<file path="src/inc/bfw_regs.svh">
// Offsets, field positions and reset values of the forwarding window registers
`ifndef BFW_REGS_SVH
`define BFW_REGS_SVH
`define BFW_OFF_MEM       8'h20
`define BFW_OFF_PREF_LOW  8'h24
`define BFW_OFF_PREF_BOT  8'h28
`define BFW_OFF_PREF_TOP  8'h2c
`define BFW_OFF_IO_HIGH   8'h30
`define BFW_BOT_LSB       4
`define BFW_BOT_MSB       15
`define BFW_TOP_LSB       20
`define BFW_TOP_MSB       31
`define BFW_IND_BOT_LSB   0
`define BFW_IND_BOT_MSB   3
`define BFW_IND_TOP_LSB   16
`define BFW_IND_TOP_MSB   19
`define BFW_IND_64BIT     4'h1
`define BFW_IO_BOT_LSB    0
`define BFW_IO_BOT_MSB    15
`define BFW_IO_TOP_LSB    16
`define BFW_IO_TOP_MSB    31
`define BFW_RST_FIELD12   12'h000
`define BFW_RST_WORD32    32'h00000000
`define BFW_RST_HALF16    16'h0000
`define BFW_LOW_ZERO      20'h00000
`define BFW_LOW_ONES      20'hfffff
`define BFW_RESP_OKAY     2'h0
`define BFW_RESP_SLVERR   2'h2
`endif

</file>
<file path="src/inc/bfw_pkg.sv">
// Types of the bridge forwarding window register block
package bfw_pkg;
    typedef struct packed {
        logic        awHeld;
        logic [7:0]  awAddr;
        logic        wHeld;
        logic [31:0] wData;
        logic [3:0]  wStrb;
        logic        bValid;
        logic [1:0]  bResp;
        logic        rValid;
        logic [31:0] rData;
        logic [1:0]  rResp;
        logic [11:0] memBottom;
        logic [11:0] memTop;
        logic [11:0] prefBottomLow;
        logic [11:0] prefTopLow;
        logic [31:0] prefBottomHigh;
        logic [31:0] prefTopHigh;
        logic [15:0] ioBottomHigh;
        logic [15:0] ioTopHigh;
        logic        hitValid;
        logic        memHit;
        logic        prefHit;
    } bfw_state_t;
endpackage : bfw_pkg

</file>
<file path="src/bfw_window_regs.sv">
// Forwarding window registers with AXI4-Lite access and window hit decode
`timescale 1ns/10ps
`include "bfw_regs.svh"

module bfw_window_regs (
    input  wire logic        clk,
    input  wire logic        reset_n,
    // AXI4-Lite write address
    input  wire logic [7:0]  s_axi_awaddr,
    input  wire logic [2:0]  s_axi_awprot,
    input  wire logic        s_axi_awvalid,
    output logic             s_axi_awready,
    // AXI4-Lite write data
    input  wire logic [31:0] s_axi_wdata,
    input  wire logic [3:0]  s_axi_wstrb,
    input  wire logic        s_axi_wvalid,
    output logic             s_axi_wready,
    // AXI4-Lite write response
    output logic [1:0]       s_axi_bresp,
    output logic             s_axi_bvalid,
    input  wire logic        s_axi_bready,
    // AXI4-Lite read address
    input  wire logic [7:0]  s_axi_araddr,
    input  wire logic [2:0]  s_axi_arprot,
    input  wire logic        s_axi_arvalid,
    output logic             s_axi_arready,
    // AXI4-Lite read data
    output logic [31:0]      s_axi_rdata,
    output logic [1:0]       s_axi_rresp,
    output logic             s_axi_rvalid,
    input  wire logic        s_axi_rready,
    // Routing logic lookup
    input  wire logic        lookupValid,
    input  wire logic [63:0] lookupAddr,
    output logic             hitValid,
    output logic             memHit,
    output logic             prefHit,
    // Window bounds for the routing logic
    output logic [31:0]      memBottomAddr,
    output logic [31:0]      memTopAddr,
    output logic [63:0]      prefBottomAddr,
    output logic [63:0]      prefTopAddr,
    output logic [15:0]      ioBottomHigh,
    output logic [15:0]      ioTopHigh
);

    bfw_pkg::bfw_state_t state;
    bfw_pkg::bfw_state_t next_state;

    logic        writeFire;
    logic [31:0] writeMask;
    logic [31:0] writeOld;
    logic [31:0] writeNew;
    logic        writeMapped;
    logic [31:0] readWord;
    logic        readMapped;
    logic [31:0] memBottomFull;
    logic [31:0] memTopFull;
    logic [63:0] prefBottomFull;
    logic [63:0] prefTopFull;
    // Handshake and lookup compare terms
    logic        awTake;
    logic        wTake;
    logic        arTake;
    logic        bDone;
    logic        rDone;
    logic        upperClear;
    logic        memAboveBottom;
    logic        memBelowTop;
    logic        prefAboveBottom;
    logic        prefBelowTop;

    // Protection bits carry no meaning here; all accesses are treated alike
    // Folded to one bit only so that the ports keep a reader
    logic        unusedProt;
    assign unusedProt = ^{s_axi_awprot, s_axi_arprot};

    // Register image of a word as software sees it
    // Reserved bits and unmapped offsets read as zero
    function automatic logic [31:0] bfw_image(input bfw_pkg::bfw_state_t st,
                                             input logic [7:0] addr);
        logic [31:0] w;
        w = 32'h00000000;
        unique case (addr)
            `BFW_OFF_MEM: begin
                w[`BFW_BOT_MSB:`BFW_BOT_LSB] = st.memBottom;
                w[`BFW_TOP_MSB:`BFW_TOP_LSB] = st.memTop;
            end
            `BFW_OFF_PREF_LOW: begin
                w[`BFW_IND_BOT_MSB:`BFW_IND_BOT_LSB] = `BFW_IND_64BIT;
                w[`BFW_BOT_MSB:`BFW_BOT_LSB] = st.prefBottomLow;
                w[`BFW_IND_TOP_MSB:`BFW_IND_TOP_LSB] = `BFW_IND_64BIT;
                w[`BFW_TOP_MSB:`BFW_TOP_LSB] = st.prefTopLow;
            end
            `BFW_OFF_PREF_BOT: begin
                w = st.prefBottomHigh;
            end
            `BFW_OFF_PREF_TOP: begin
                w = st.prefTopHigh;
            end
            `BFW_OFF_IO_HIGH: begin
                w[`BFW_IO_BOT_MSB:`BFW_IO_BOT_LSB] = st.ioBottomHigh;
                w[`BFW_IO_TOP_MSB:`BFW_IO_TOP_LSB] = st.ioTopHigh;
            end
            default: begin
                w = 32'h00000000;
            end
        endcase
        return w;
    endfunction : bfw_image

    // Address decode shared by both channels
    // Bits 1:0 take part, so only aligned word offsets map
    function automatic logic bfw_mapped(input logic [7:0] addr);
        return (addr == `BFW_OFF_MEM) || (addr == `BFW_OFF_PREF_LOW) ||
               (addr == `BFW_OFF_PREF_BOT) || (addr == `BFW_OFF_PREF_TOP) ||
               (addr == `BFW_OFF_IO_HIGH);
    endfunction : bfw_mapped

    // Channel ready terms; a pending response blocks new writes
    // One holding stage per channel, so a second write cannot queue behind the first
    assign s_axi_awready = !state.awHeld && !state.bValid;
    assign s_axi_wready  = !state.wHeld && !state.bValid;
    assign s_axi_arready = !state.rValid;

    // Handshakes completed at this edge
    assign awTake = s_axi_awvalid && s_axi_awready;
    assign wTake  = s_axi_wvalid && s_axi_wready;
    assign arTake = s_axi_arvalid && s_axi_arready;
    assign bDone  = state.bValid && s_axi_bready;
    assign rDone  = state.rValid && s_axi_rready;

    // A write completes once both address and data are in hand
    assign writeFire   = state.awHeld && state.wHeld && !state.bValid;
    assign writeMapped = bfw_mapped(state.awAddr);
    assign writeOld    = bfw_image(state, state.awAddr);
    assign writeNew    = (writeOld & ~writeMask) | (state.wData & writeMask);

    // Byte strobes widened to a bit mask; unstrobed bytes keep their contents
    for (genvar lane = 0; lane < 4; lane++) begin : gen_strobe_lane
        assign writeMask[8*lane +: 8] = {8{state.wStrb[lane]}};
    end

    // Read data is captured at address acceptance
    // A write landing after that edge is not seen by this read
    assign readWord   = bfw_image(state, s_axi_araddr);
    assign readMapped = bfw_mapped(s_axi_araddr);

    // Full window bounds; low bits implied, never stored
    assign memBottomFull  = {state.memBottom, `BFW_LOW_ZERO};
    assign memTopFull     = {state.memTop, `BFW_LOW_ONES};
    assign prefBottomFull = {state.prefBottomHigh, state.prefBottomLow, `BFW_LOW_ZERO};
    assign prefTopFull    = {state.prefTopHigh, state.prefTopLow, `BFW_LOW_ONES};

    // Bound compares of the lookup address, inclusive at both ends
    // Whole-word compares; the implied low bits make the ends exact
    assign upperClear      = lookupAddr[63:32] == 32'h00000000;
    assign memAboveBottom  = lookupAddr[31:0] >= memBottomFull;
    assign memBelowTop     = lookupAddr[31:0] <= memTopFull;
    assign prefAboveBottom = lookupAddr >= prefBottomFull;
    assign prefBelowTop    = lookupAddr <= prefTopFull;

    // Next state of the bus slave, registers and lookup
    // Every field starts from its present value, so no path leaves one unassigned
    always_comb begin
        next_state = state;

        // Write address channel
        if (awTake) begin
            next_state.awHeld = 1'b1;
            next_state.awAddr = s_axi_awaddr;
        end

        // Write data channel, taken in either order with the address
        if (wTake) begin
            next_state.wHeld = 1'b1;
            next_state.wData = s_axi_wdata;
            next_state.wStrb = s_axi_wstrb;
        end

        // Register update; only writable fields take the merged word
        // Strobes merge with the present image before the fields are cut out
        if (writeFire) begin
            next_state.awHeld = 1'b0;
            next_state.wHeld  = 1'b0;
            next_state.bValid = 1'b1;
            next_state.bResp  = writeMapped ? `BFW_RESP_OKAY : `BFW_RESP_SLVERR;
            unique case (state.awAddr)
                `BFW_OFF_MEM: begin
                    next_state.memBottom = writeNew[`BFW_BOT_MSB:`BFW_BOT_LSB];
                    next_state.memTop    = writeNew[`BFW_TOP_MSB:`BFW_TOP_LSB];
                end
                `BFW_OFF_PREF_LOW: begin
                    // Indicator nibbles are not stored, so writes cannot reach them
                    next_state.prefBottomLow = writeNew[`BFW_BOT_MSB:`BFW_BOT_LSB];
                    next_state.prefTopLow    = writeNew[`BFW_TOP_MSB:`BFW_TOP_LSB];
                end
                `BFW_OFF_PREF_BOT: begin
                    next_state.prefBottomHigh = writeNew;
                end
                `BFW_OFF_PREF_TOP: begin
                    next_state.prefTopHigh = writeNew;
                end
                `BFW_OFF_IO_HIGH: begin
                    next_state.ioBottomHigh = writeNew[`BFW_IO_BOT_MSB:`BFW_IO_BOT_LSB];
                    next_state.ioTopHigh    = writeNew[`BFW_IO_TOP_MSB:`BFW_IO_TOP_LSB];
                end
                default: begin
                    // Unmapped write leaves every register alone
                    next_state.bResp = `BFW_RESP_SLVERR;
                end
            endcase
        end

        // Write response handshake
        // The response waits as long as the master does; there is no timeout
        if (bDone) begin
            next_state.bValid = 1'b0;
        end

        // Read channel; read holds until rready
        // arready is low while rvalid stands, so a new read starts a cycle later
        if (arTake) begin
            next_state.rValid = 1'b1;
            next_state.rData  = readWord;
            next_state.rResp  = readMapped ? `BFW_RESP_OKAY : `BFW_RESP_SLVERR;
        end else if (rDone) begin
            next_state.rValid = 1'b0;
        end

        // Window lookup, one cycle after the request
        // Registered so the routing logic sees results free of input glitches
        next_state.hitValid = lookupValid;
        if (lookupValid) begin
            // Non-prefetchable window is 32-bit, upper address must be zero
            next_state.memHit  = upperClear && memAboveBottom && memBelowTop;
            next_state.prefHit = prefAboveBottom && prefBelowTop;
        end else begin
            next_state.memHit  = 1'b0;
            next_state.prefHit = 1'b0;
        end
    end

    // All state in one register; fields reset to their defined values
    // Handshake flags clear to zero so the bus comes up idle
    // With both fields zero the memory window still spans the first 1 MB
    always_ff @(posedge clk or negedge reset_n) begin
        if (!reset_n) begin
            state                <= '0;
            state.bResp          <= `BFW_RESP_OKAY;
            state.rResp          <= `BFW_RESP_OKAY;
            state.memBottom      <= `BFW_RST_FIELD12;
            state.memTop         <= `BFW_RST_FIELD12;
            state.prefBottomLow  <= `BFW_RST_FIELD12;
            state.prefTopLow     <= `BFW_RST_FIELD12;
            state.prefBottomHigh <= `BFW_RST_WORD32;
            state.prefTopHigh    <= `BFW_RST_WORD32;
            state.ioBottomHigh   <= `BFW_RST_HALF16;
            state.ioTopHigh      <= `BFW_RST_HALF16;
        end else begin
            state <= next_state;
        end
    end

    // Bus outputs straight from flip-flops
    // No path from a bus input reaches these outputs in the same cycle
    assign s_axi_bvalid = state.bValid;
    assign s_axi_bresp  = state.bResp;
    assign s_axi_rvalid = state.rValid;
    assign s_axi_rdata  = state.rData;
    assign s_axi_rresp  = state.rResp;

    // Lookup results
    // Hits stand for one cycle, matching the single-cycle request
    assign hitValid = state.hitValid;
    assign memHit   = state.memHit;
    assign prefHit  = state.prefHit;

    // Bounds to the routing logic; an empty window has top below bottom
    // Both ends are inclusive, so a one-megabyte window has equal fields
    assign memBottomAddr  = memBottomFull;
    assign memTopAddr     = memTopFull;
    assign prefBottomAddr = prefBottomFull;
    assign prefTopAddr    = prefTopFull;
    assign ioBottomHigh   = state.ioBottomHigh;
    assign ioTopHigh      = state.ioTopHigh;

endmodule : bfw_window_regs

</file>
<file path="config.mk">
export PLATFORM = sky130hd
export DESIGN_NAME = bfw_window_regs
export DESIGN_NICKNAME = d
export VERILOG_FILES = /design/src/inc/bfw_pkg.sv /design/src/bfw_window_regs.sv
export VERILOG_INCLUDE_DIRS = /design/src /design/src/inc
export SDC_FILE = /design/constraint.sdc
export NUM_CORES = 1
export LEC_CHECK = 0
export BUFFER_PORTS_ARGS = -buffer_cell sky130_fd_sc_hd__buf_2
export CAP_MARGIN = 20
export CORE_MARGIN = 5
export CORE_UTILIZATION = 40
export CTS_CLUSTER_SIZE = 8
export DETAILED_ROUTE_END_ITERATION = 8
export PLACE_DENSITY = 0.73
export SLEW_MARGIN = 10
export SYNTH_ARGS = -nofsm -noshare
export SYNTH_HDL_FRONTEND = slang
export SYNTH_SLANG_ARGS = --single-unit
</file>
<file path="constraint.sdc">
create_clock -name clk -period 2.4 [get_ports clk]
set_input_delay 0.24 -clock clk [delete_from_list [all_inputs] [get_ports clk]]
set_output_delay 0.24 -clock clk [all_outputs]
set_load 0.005 [all_outputs]
</file>
After elaboration in Yosys (flattened, before gate mapping):

Cells that the tools add are included.

* register bits after elaboration: 231
* input port bits: 130

* $lt $le $gt $ge: 4
* eq/ne operators: 10
* muxes and demuxes: 20
* bitwise operators: 4
* reductions and logical operators: 35

Operators by type and width (count)
* 12-bit case mux with 5 select lines: 4
* 8-bit by 6-bit == test with 1-bit output (second input constant): 10
* 32-bit AND: 2
* 64-bit >= comparator: 1
* 64-bit <= comparator: 1
* 4-bit case mux with 4 select lines: 4
* 37-bit 2-to-1 mux: 1
* 32-bit >= comparator: 1
* 32-bit <= comparator: 1
* 32-bit zero test: 1
* 32-bit inverter: 1
* 32-bit bitwise OR: 1
* 1-bit logical AND: 12
* 2-bit AND reduction: 5
* 9-bit 2-to-1 mux: 1
* 1-bit logical OR: 8
* 2-bit 2-to-1 mux: 4
* 2-bit nonzero test: 4
* 1-bit 2-to-1 mux: 5
* 5-bit OR reduction: 1
* 1-bit zero test: 4
* 3-bit 2-to-1 mux: 1

Depth between registers and ports, before layout:

* depth in word-level cells: 9
* mapped depth: 8
* mapped depth without buffers: 8

Worst setup path before layout:

No wires, ideal clock.

* kind: register to register
* start: reg state[222] in the netlist's numbering
* end: reg state, in the netlist memBottomAddr[20]
* data arrival time: 2.497 ns
* data required time: 2.275 ns
* path slack: -0.222 ns
* cell stages (with the launch flop): 9
* path buffers: 3
* cell sequence: dfrtp_1 -> or4b_4 -> or2_1 -> or3_1 -> buf_2 -> or3_1 -> buf_6 -> buf_6 -> mux2_4

* word-level cells in the longest chain between the ends: 4
* elaborated cells between the ends (all ways): 9
* classes of those cells: 5 x eq/ne; 1 x mux; 2 x bitwise; 1 x reduce/logical

RTL lines
* start, declared: RTL line bfw_window_regs.sv:47 `bfw_pkg::bfw_state_t state;`
* start signal, assigned: RTL line bfw_window_regs.sv:261 `state <= next_state;`
* 8-bit by 6-bit == test with 1-bit output, on equally long branches: RTL line bfw_window_regs.sv:84, bfw_window_regs.sv:188
* 12-bit case mux with 5 select lines: RTL line bfw_window_regs.sv:84 `unique case (addr)`
* 32-bit AND: RTL line bfw_window_regs.sv:137 `assign writeNew = (writeOld & ~writeMask) | (state.wData & writeMask);`
* 32-bit bitwise OR: RTL line bfw_window_regs.sv:137

Several ways; a longest one is shown, not always the timed one.
A chain may end at the register's enable or synchronous reset.

Worst setup path after layout:

* start: reg state[222] in the netlist's numbering
* end: reg state, in the netlist memBottomAddr[29]

Same word-level chain as after synthesis.

==> run_results.csv <==
group,metric,value,unit
floorplan,die_area,42800,µm²
outcome,status,"finished, violations left",
finish,postLayoutCellArea,18100,µm²
clocking,htreeDepth,2,
timing,fmax,387,MHz
yosys,synthXorXnorAreaFrac,0,%
timing,worstMarginPinSlew,0.859,ns
worst_hold_path,hold_class,"input pin to register",
finish,seqCellArea,5730,µm²
floorplan,start_util,40.2,%
global_route,grt_pass1_vias,12722,
clocking,cts_buffer_depth,3,
power,p_per_area,827,nW/µm²
worst_hold_path,holdPathEnd,"state[193]$_DFFE_PN0P_",
floorplan,pin_count,398,
yosys,muxShareOfSynthArea,15.5,%
yosys,avgSynthCellArea,9.93,µm²
global_route,grt_first_pass_wirelength,79.0,mm
critical_path,setup.worst_path.end_class,"register",
placement,place_congestion,0.896,
finish,multi_input_area,7360,µm²
yosys,yosys.area_share.simple,7.16,%
detailed_routing,routed-via-count,12685,
yosys,yosysMostFrequentCell,"buf_4",
yosys,synthFlopType,"dfrtp_1",
critical_path,max_stage_delay,0.54,ns
yosys,ys_warn_count,0,
global_route,antenna_found_initial,5,
placement,placed_cells,2211,
yosys,asyncSetResetFlopFracSynth,100,%
timing,rsz0062_at_grt,"yes",
power,p_leak,8.90,nW
critical_path,cp_max_fo,12,
timing,min_period,2.58,ns
placement,io_buffers,309,
detailed_routing,drc_errors,0,
yosys,synth_seq_cells,229,
floorplan,die_y,207,µm
critical_path,required,2.79,ns
yosys,synth_area,15500,µm²
timing,final.setup.tns,-5.92,ns
critical_path,crit_buf_inv,1,
finish,final-instance-count-excl-fill,2315,
worst_hold_path,min_path_cells,2,
timing,finalMaxSlewViolations,0,
floorplan,row_count,72,
detailed_routing,routed_wl,54.4,mm
clocking,cts.clk_slew.worst_paths,0.05,ns
critical_path,rrSetupSlack,-0.18,ns
critical_path,reg2regPathDepth,6,
critical_path,critPathKind,"register to register",
critical_path,rr_startpoint,"state[222]$_DFFE_PN0P_",
finish,drive_above_1_share,35.1,%
detailed_routing,drt-initial-drc-count,1109,
placement,hpwl,39.3,mm
timing,finalSetupViolations,87,
critical_path,r2r-end,"memBottomAddr[29]$_DFFE_PN0P_",
clocking,root_buffer,"clkbuf_16",
critical_path,crit_arrival,2.98,ns
clocking,cts_buffers,35,
yosys,synth_top_family_by_area,"buffers and inverters",
timing,clock_skew,0.0154,ns
critical_path,crit_slowest_cell,"or4b_4",
yosys,synth.area.top_cells,"dfrtp_1 37%, buf_4 13%, mux2_2 12%",
yosys,synth-edff-count,0,
floorplan,dieWidth,207,µm
clocking,clock_latency,0.52,ns
power,vdd_ir_drop_max,0.627,mV
detailed_routing,ant_nets,0,
detailed_routing,vias_per_cell,5.48,
clocking,cts_sinks,229,
finish,n_fill_cell,3561,
critical_path,cp_common_cell,"or3_4",
yosys,ys_seq_area_share,36.9,%
critical_path,worstSetupStartpointType,"register",
yosys,synth_top_area_share,36.9,%
yosys,synth-compound-area-share,13.5,%
critical_path,critPathTopFamily,"simple AND/OR/NAND/NOR gates",
outcome,violations,"setup timing",
yosys,synth_adder_area_share,9.03,%
yosys,yosys.area.top_type,"dfrtp_1",
yosys,syn_inst,1563,
critical_path,path_cells,"or4b_4, or2_4, or3_4, or3_4, buf_16, mux2_4",
global_route,grt-ovfl-total,0,
detailed_routing,wl_met2,26.4,mm
yosys,yosysUniqueCellTypes,53,
finish,area_delta_synth_final,16.6,%
floorplan,core-area,38600,µm²
timing,slew_headroom,42.5,%
finish,final_nets,2023,
detailed_routing,wl_per_cell,23.5,µm
timing,final.period_utilization,108,%
detailed_routing,dr_wl_met3,4.63,mm
detailed_routing,met1_length,21.2,mm
clocking,cts_tree,"yes",
job,max_cap_violations,0,
worst_hold_path,min_from,"s_axi_wdata[4]",
yosys,netlist_top_cells_count,"260 x buf_4, 229 x dfrtp_1, 164 x mux2_2",
detailed_routing,top_layer_used,"met4",
global_route,grt_max_degree,67,
timing,fin_ws,-0.184,ns
detailed_routing,first_pass_iters,5,
placement,dpl_cell_area,16500,µm²
global_route,grt.total_usage,24.4,%
timing,hold_viol,0,
metrics by stage:
stage	util [%]	total power [mW]	hold slack, ns	setup slack (ns)
after global routing	46.9	15.7	0.0182	-0.200
after detailed placement	42.9	10.3	0.255	-0.133
after floorplan	-	8.59	-0.0556	-0.222
after global placement	42.9	10.1	0.245	-0.132
final	46.9	15.0	0.0135	-0.184
after CTS	46.7	14.9	0.0112	-0.125
repair_timing:
item	in CTS	in global routing
endpoints found under the setup margin	62	137
hold buffers	47	0
setup buffers	0	2
cloned	0	2
hold endpoints to repair	107	0
gates resized for setup	2	22
kinds of logic (layout without fill, tap and decap cells):
group | Yosys count | count (layout)
DFF | 229 | 229
buffers and inverters | 473 | 620
and+or+nand+nor | 228 | 228
AOI/OAI and AO/OA | 310 | 310
other | 2 | 89
muxes | 209 | 209
adders and majority gates | 112 | 112
flip-flops by register name (all words and copies together) (netlist names), 12 cells and up:
| signal | cells |
|---|---|
| ioBottomHigh | 16 |
| ioTopHigh | 16 |
| memBottomAddr | 12 |
| memTopAddr | 12 |
| prefBottomAddr | 44 |
| prefTopAddr | 44 |
| s_axi_rdata | 32 |
| state | 46 |
how the worst max path moves through the flow:
stage	from	end	cells past startpoint
2_1_floorplan	state[222]$_DFFE_PN0P_	memBottomAddr[20]$_DFFE_PN0P_	8
3_3_place_gp	state[222]$_DFFE_PN0P_	memBottomAddr[26]$_DFFE_PN0P_	6
3_5_place_dp	state[222]$_DFFE_PN0P_	memBottomAddr[26]$_DFFE_PN0P_	6
4_1_cts	state[222]$_DFFE_PN0P_	memBottomAddr[26]$_DFFE_PN0P_	6
5_1_grt	state[222]$_DFFE_PN0P_	memBottomAddr[29]$_DFFE_PN0P_	6
6_report	state[222]$_DFFE_PN0P_	memBottomAddr[29]$_DFFE_PN0P_	6
power by group:
group / internal [mW] / total (mW) / switching (mW)
Combinational: 2.20 / 4.91 / 2.72
Sequential: 4.63 / 5.50 / 0.866
Clock: 2.80 / 4.55 / 1.75
Total: 9.62 / 15.0 / 5.34
placed cells by master (no fill, tap or decap), types with 16 or more instances in the layout:
| master | Yosys | layout |
|---|---|---|
| a21oi_1 | 46 | 46 |
| a221oi_1 | 29 | 29 |
| a222oi_1 | 30 | 30 |
| a22oi_1 | 26 | 26 |
| buf_2 | 5 | 308 |
| buf_4 | 260 | 57 |
| clkbuf_16 | 0 | 38 |
| conb_1 | 2 | 82 |
| dfrtp_1 | 229 | 227 |
| dlygate4sd3_1 | 0 | 47 |
| ha_1 | 112 | 112 |
| inv_1 | 143 | 143 |
| mux2_2 | 164 | 164 |
| mux2_4 | 20 | 20 |
| mux2i_1 | 25 | 25 |
| nand2_1 | 105 | 104 |
| nand4_1 | 31 | 31 |
| nor2_1 | 23 | 20 |
| o21ai_0 | 98 | 84 |
| o221ai_1 | 16 | 16 |
| o22ai_1 | 16 | 16 |
worst reg2reg max path: stages (launching register included):
cell,delay [ns]
dfrtp_1,0.39
or4b_4,0.54
or2_4,0.24
or3_4,0.33
or3_4,0.43
buf_16,0.19
mux2_4,0.33
per-layer routing:
| metal | track usage, % | vias up |
|---|---|---|
| met2 | 41.3 | 660 |
| li1 | - | 5709 |
| met1 | 30.5 | 6176 |
| met5 | 0 | - |
| met4 | 10.5 | 0 |
| met3 | 4.69 | 140 |
final cells by class:
| class | count | share of cell area, % |
|---|---|---|
| clock buffers | 45 | 5.39 |
| multi-input cells | 941 | 40.7 |
| flip-flops and latches | 229 | 31.7 |
| inverters | 143 | 2.97 |
| clock inverters | 1 | 0.0277 |
| well taps | 518 | 3.58 |
| diodes | 7 | 0.0968 |
| repair buffers | 431 | 15.6 |
No activity file was read; power rests on OpenSTA's default activity.
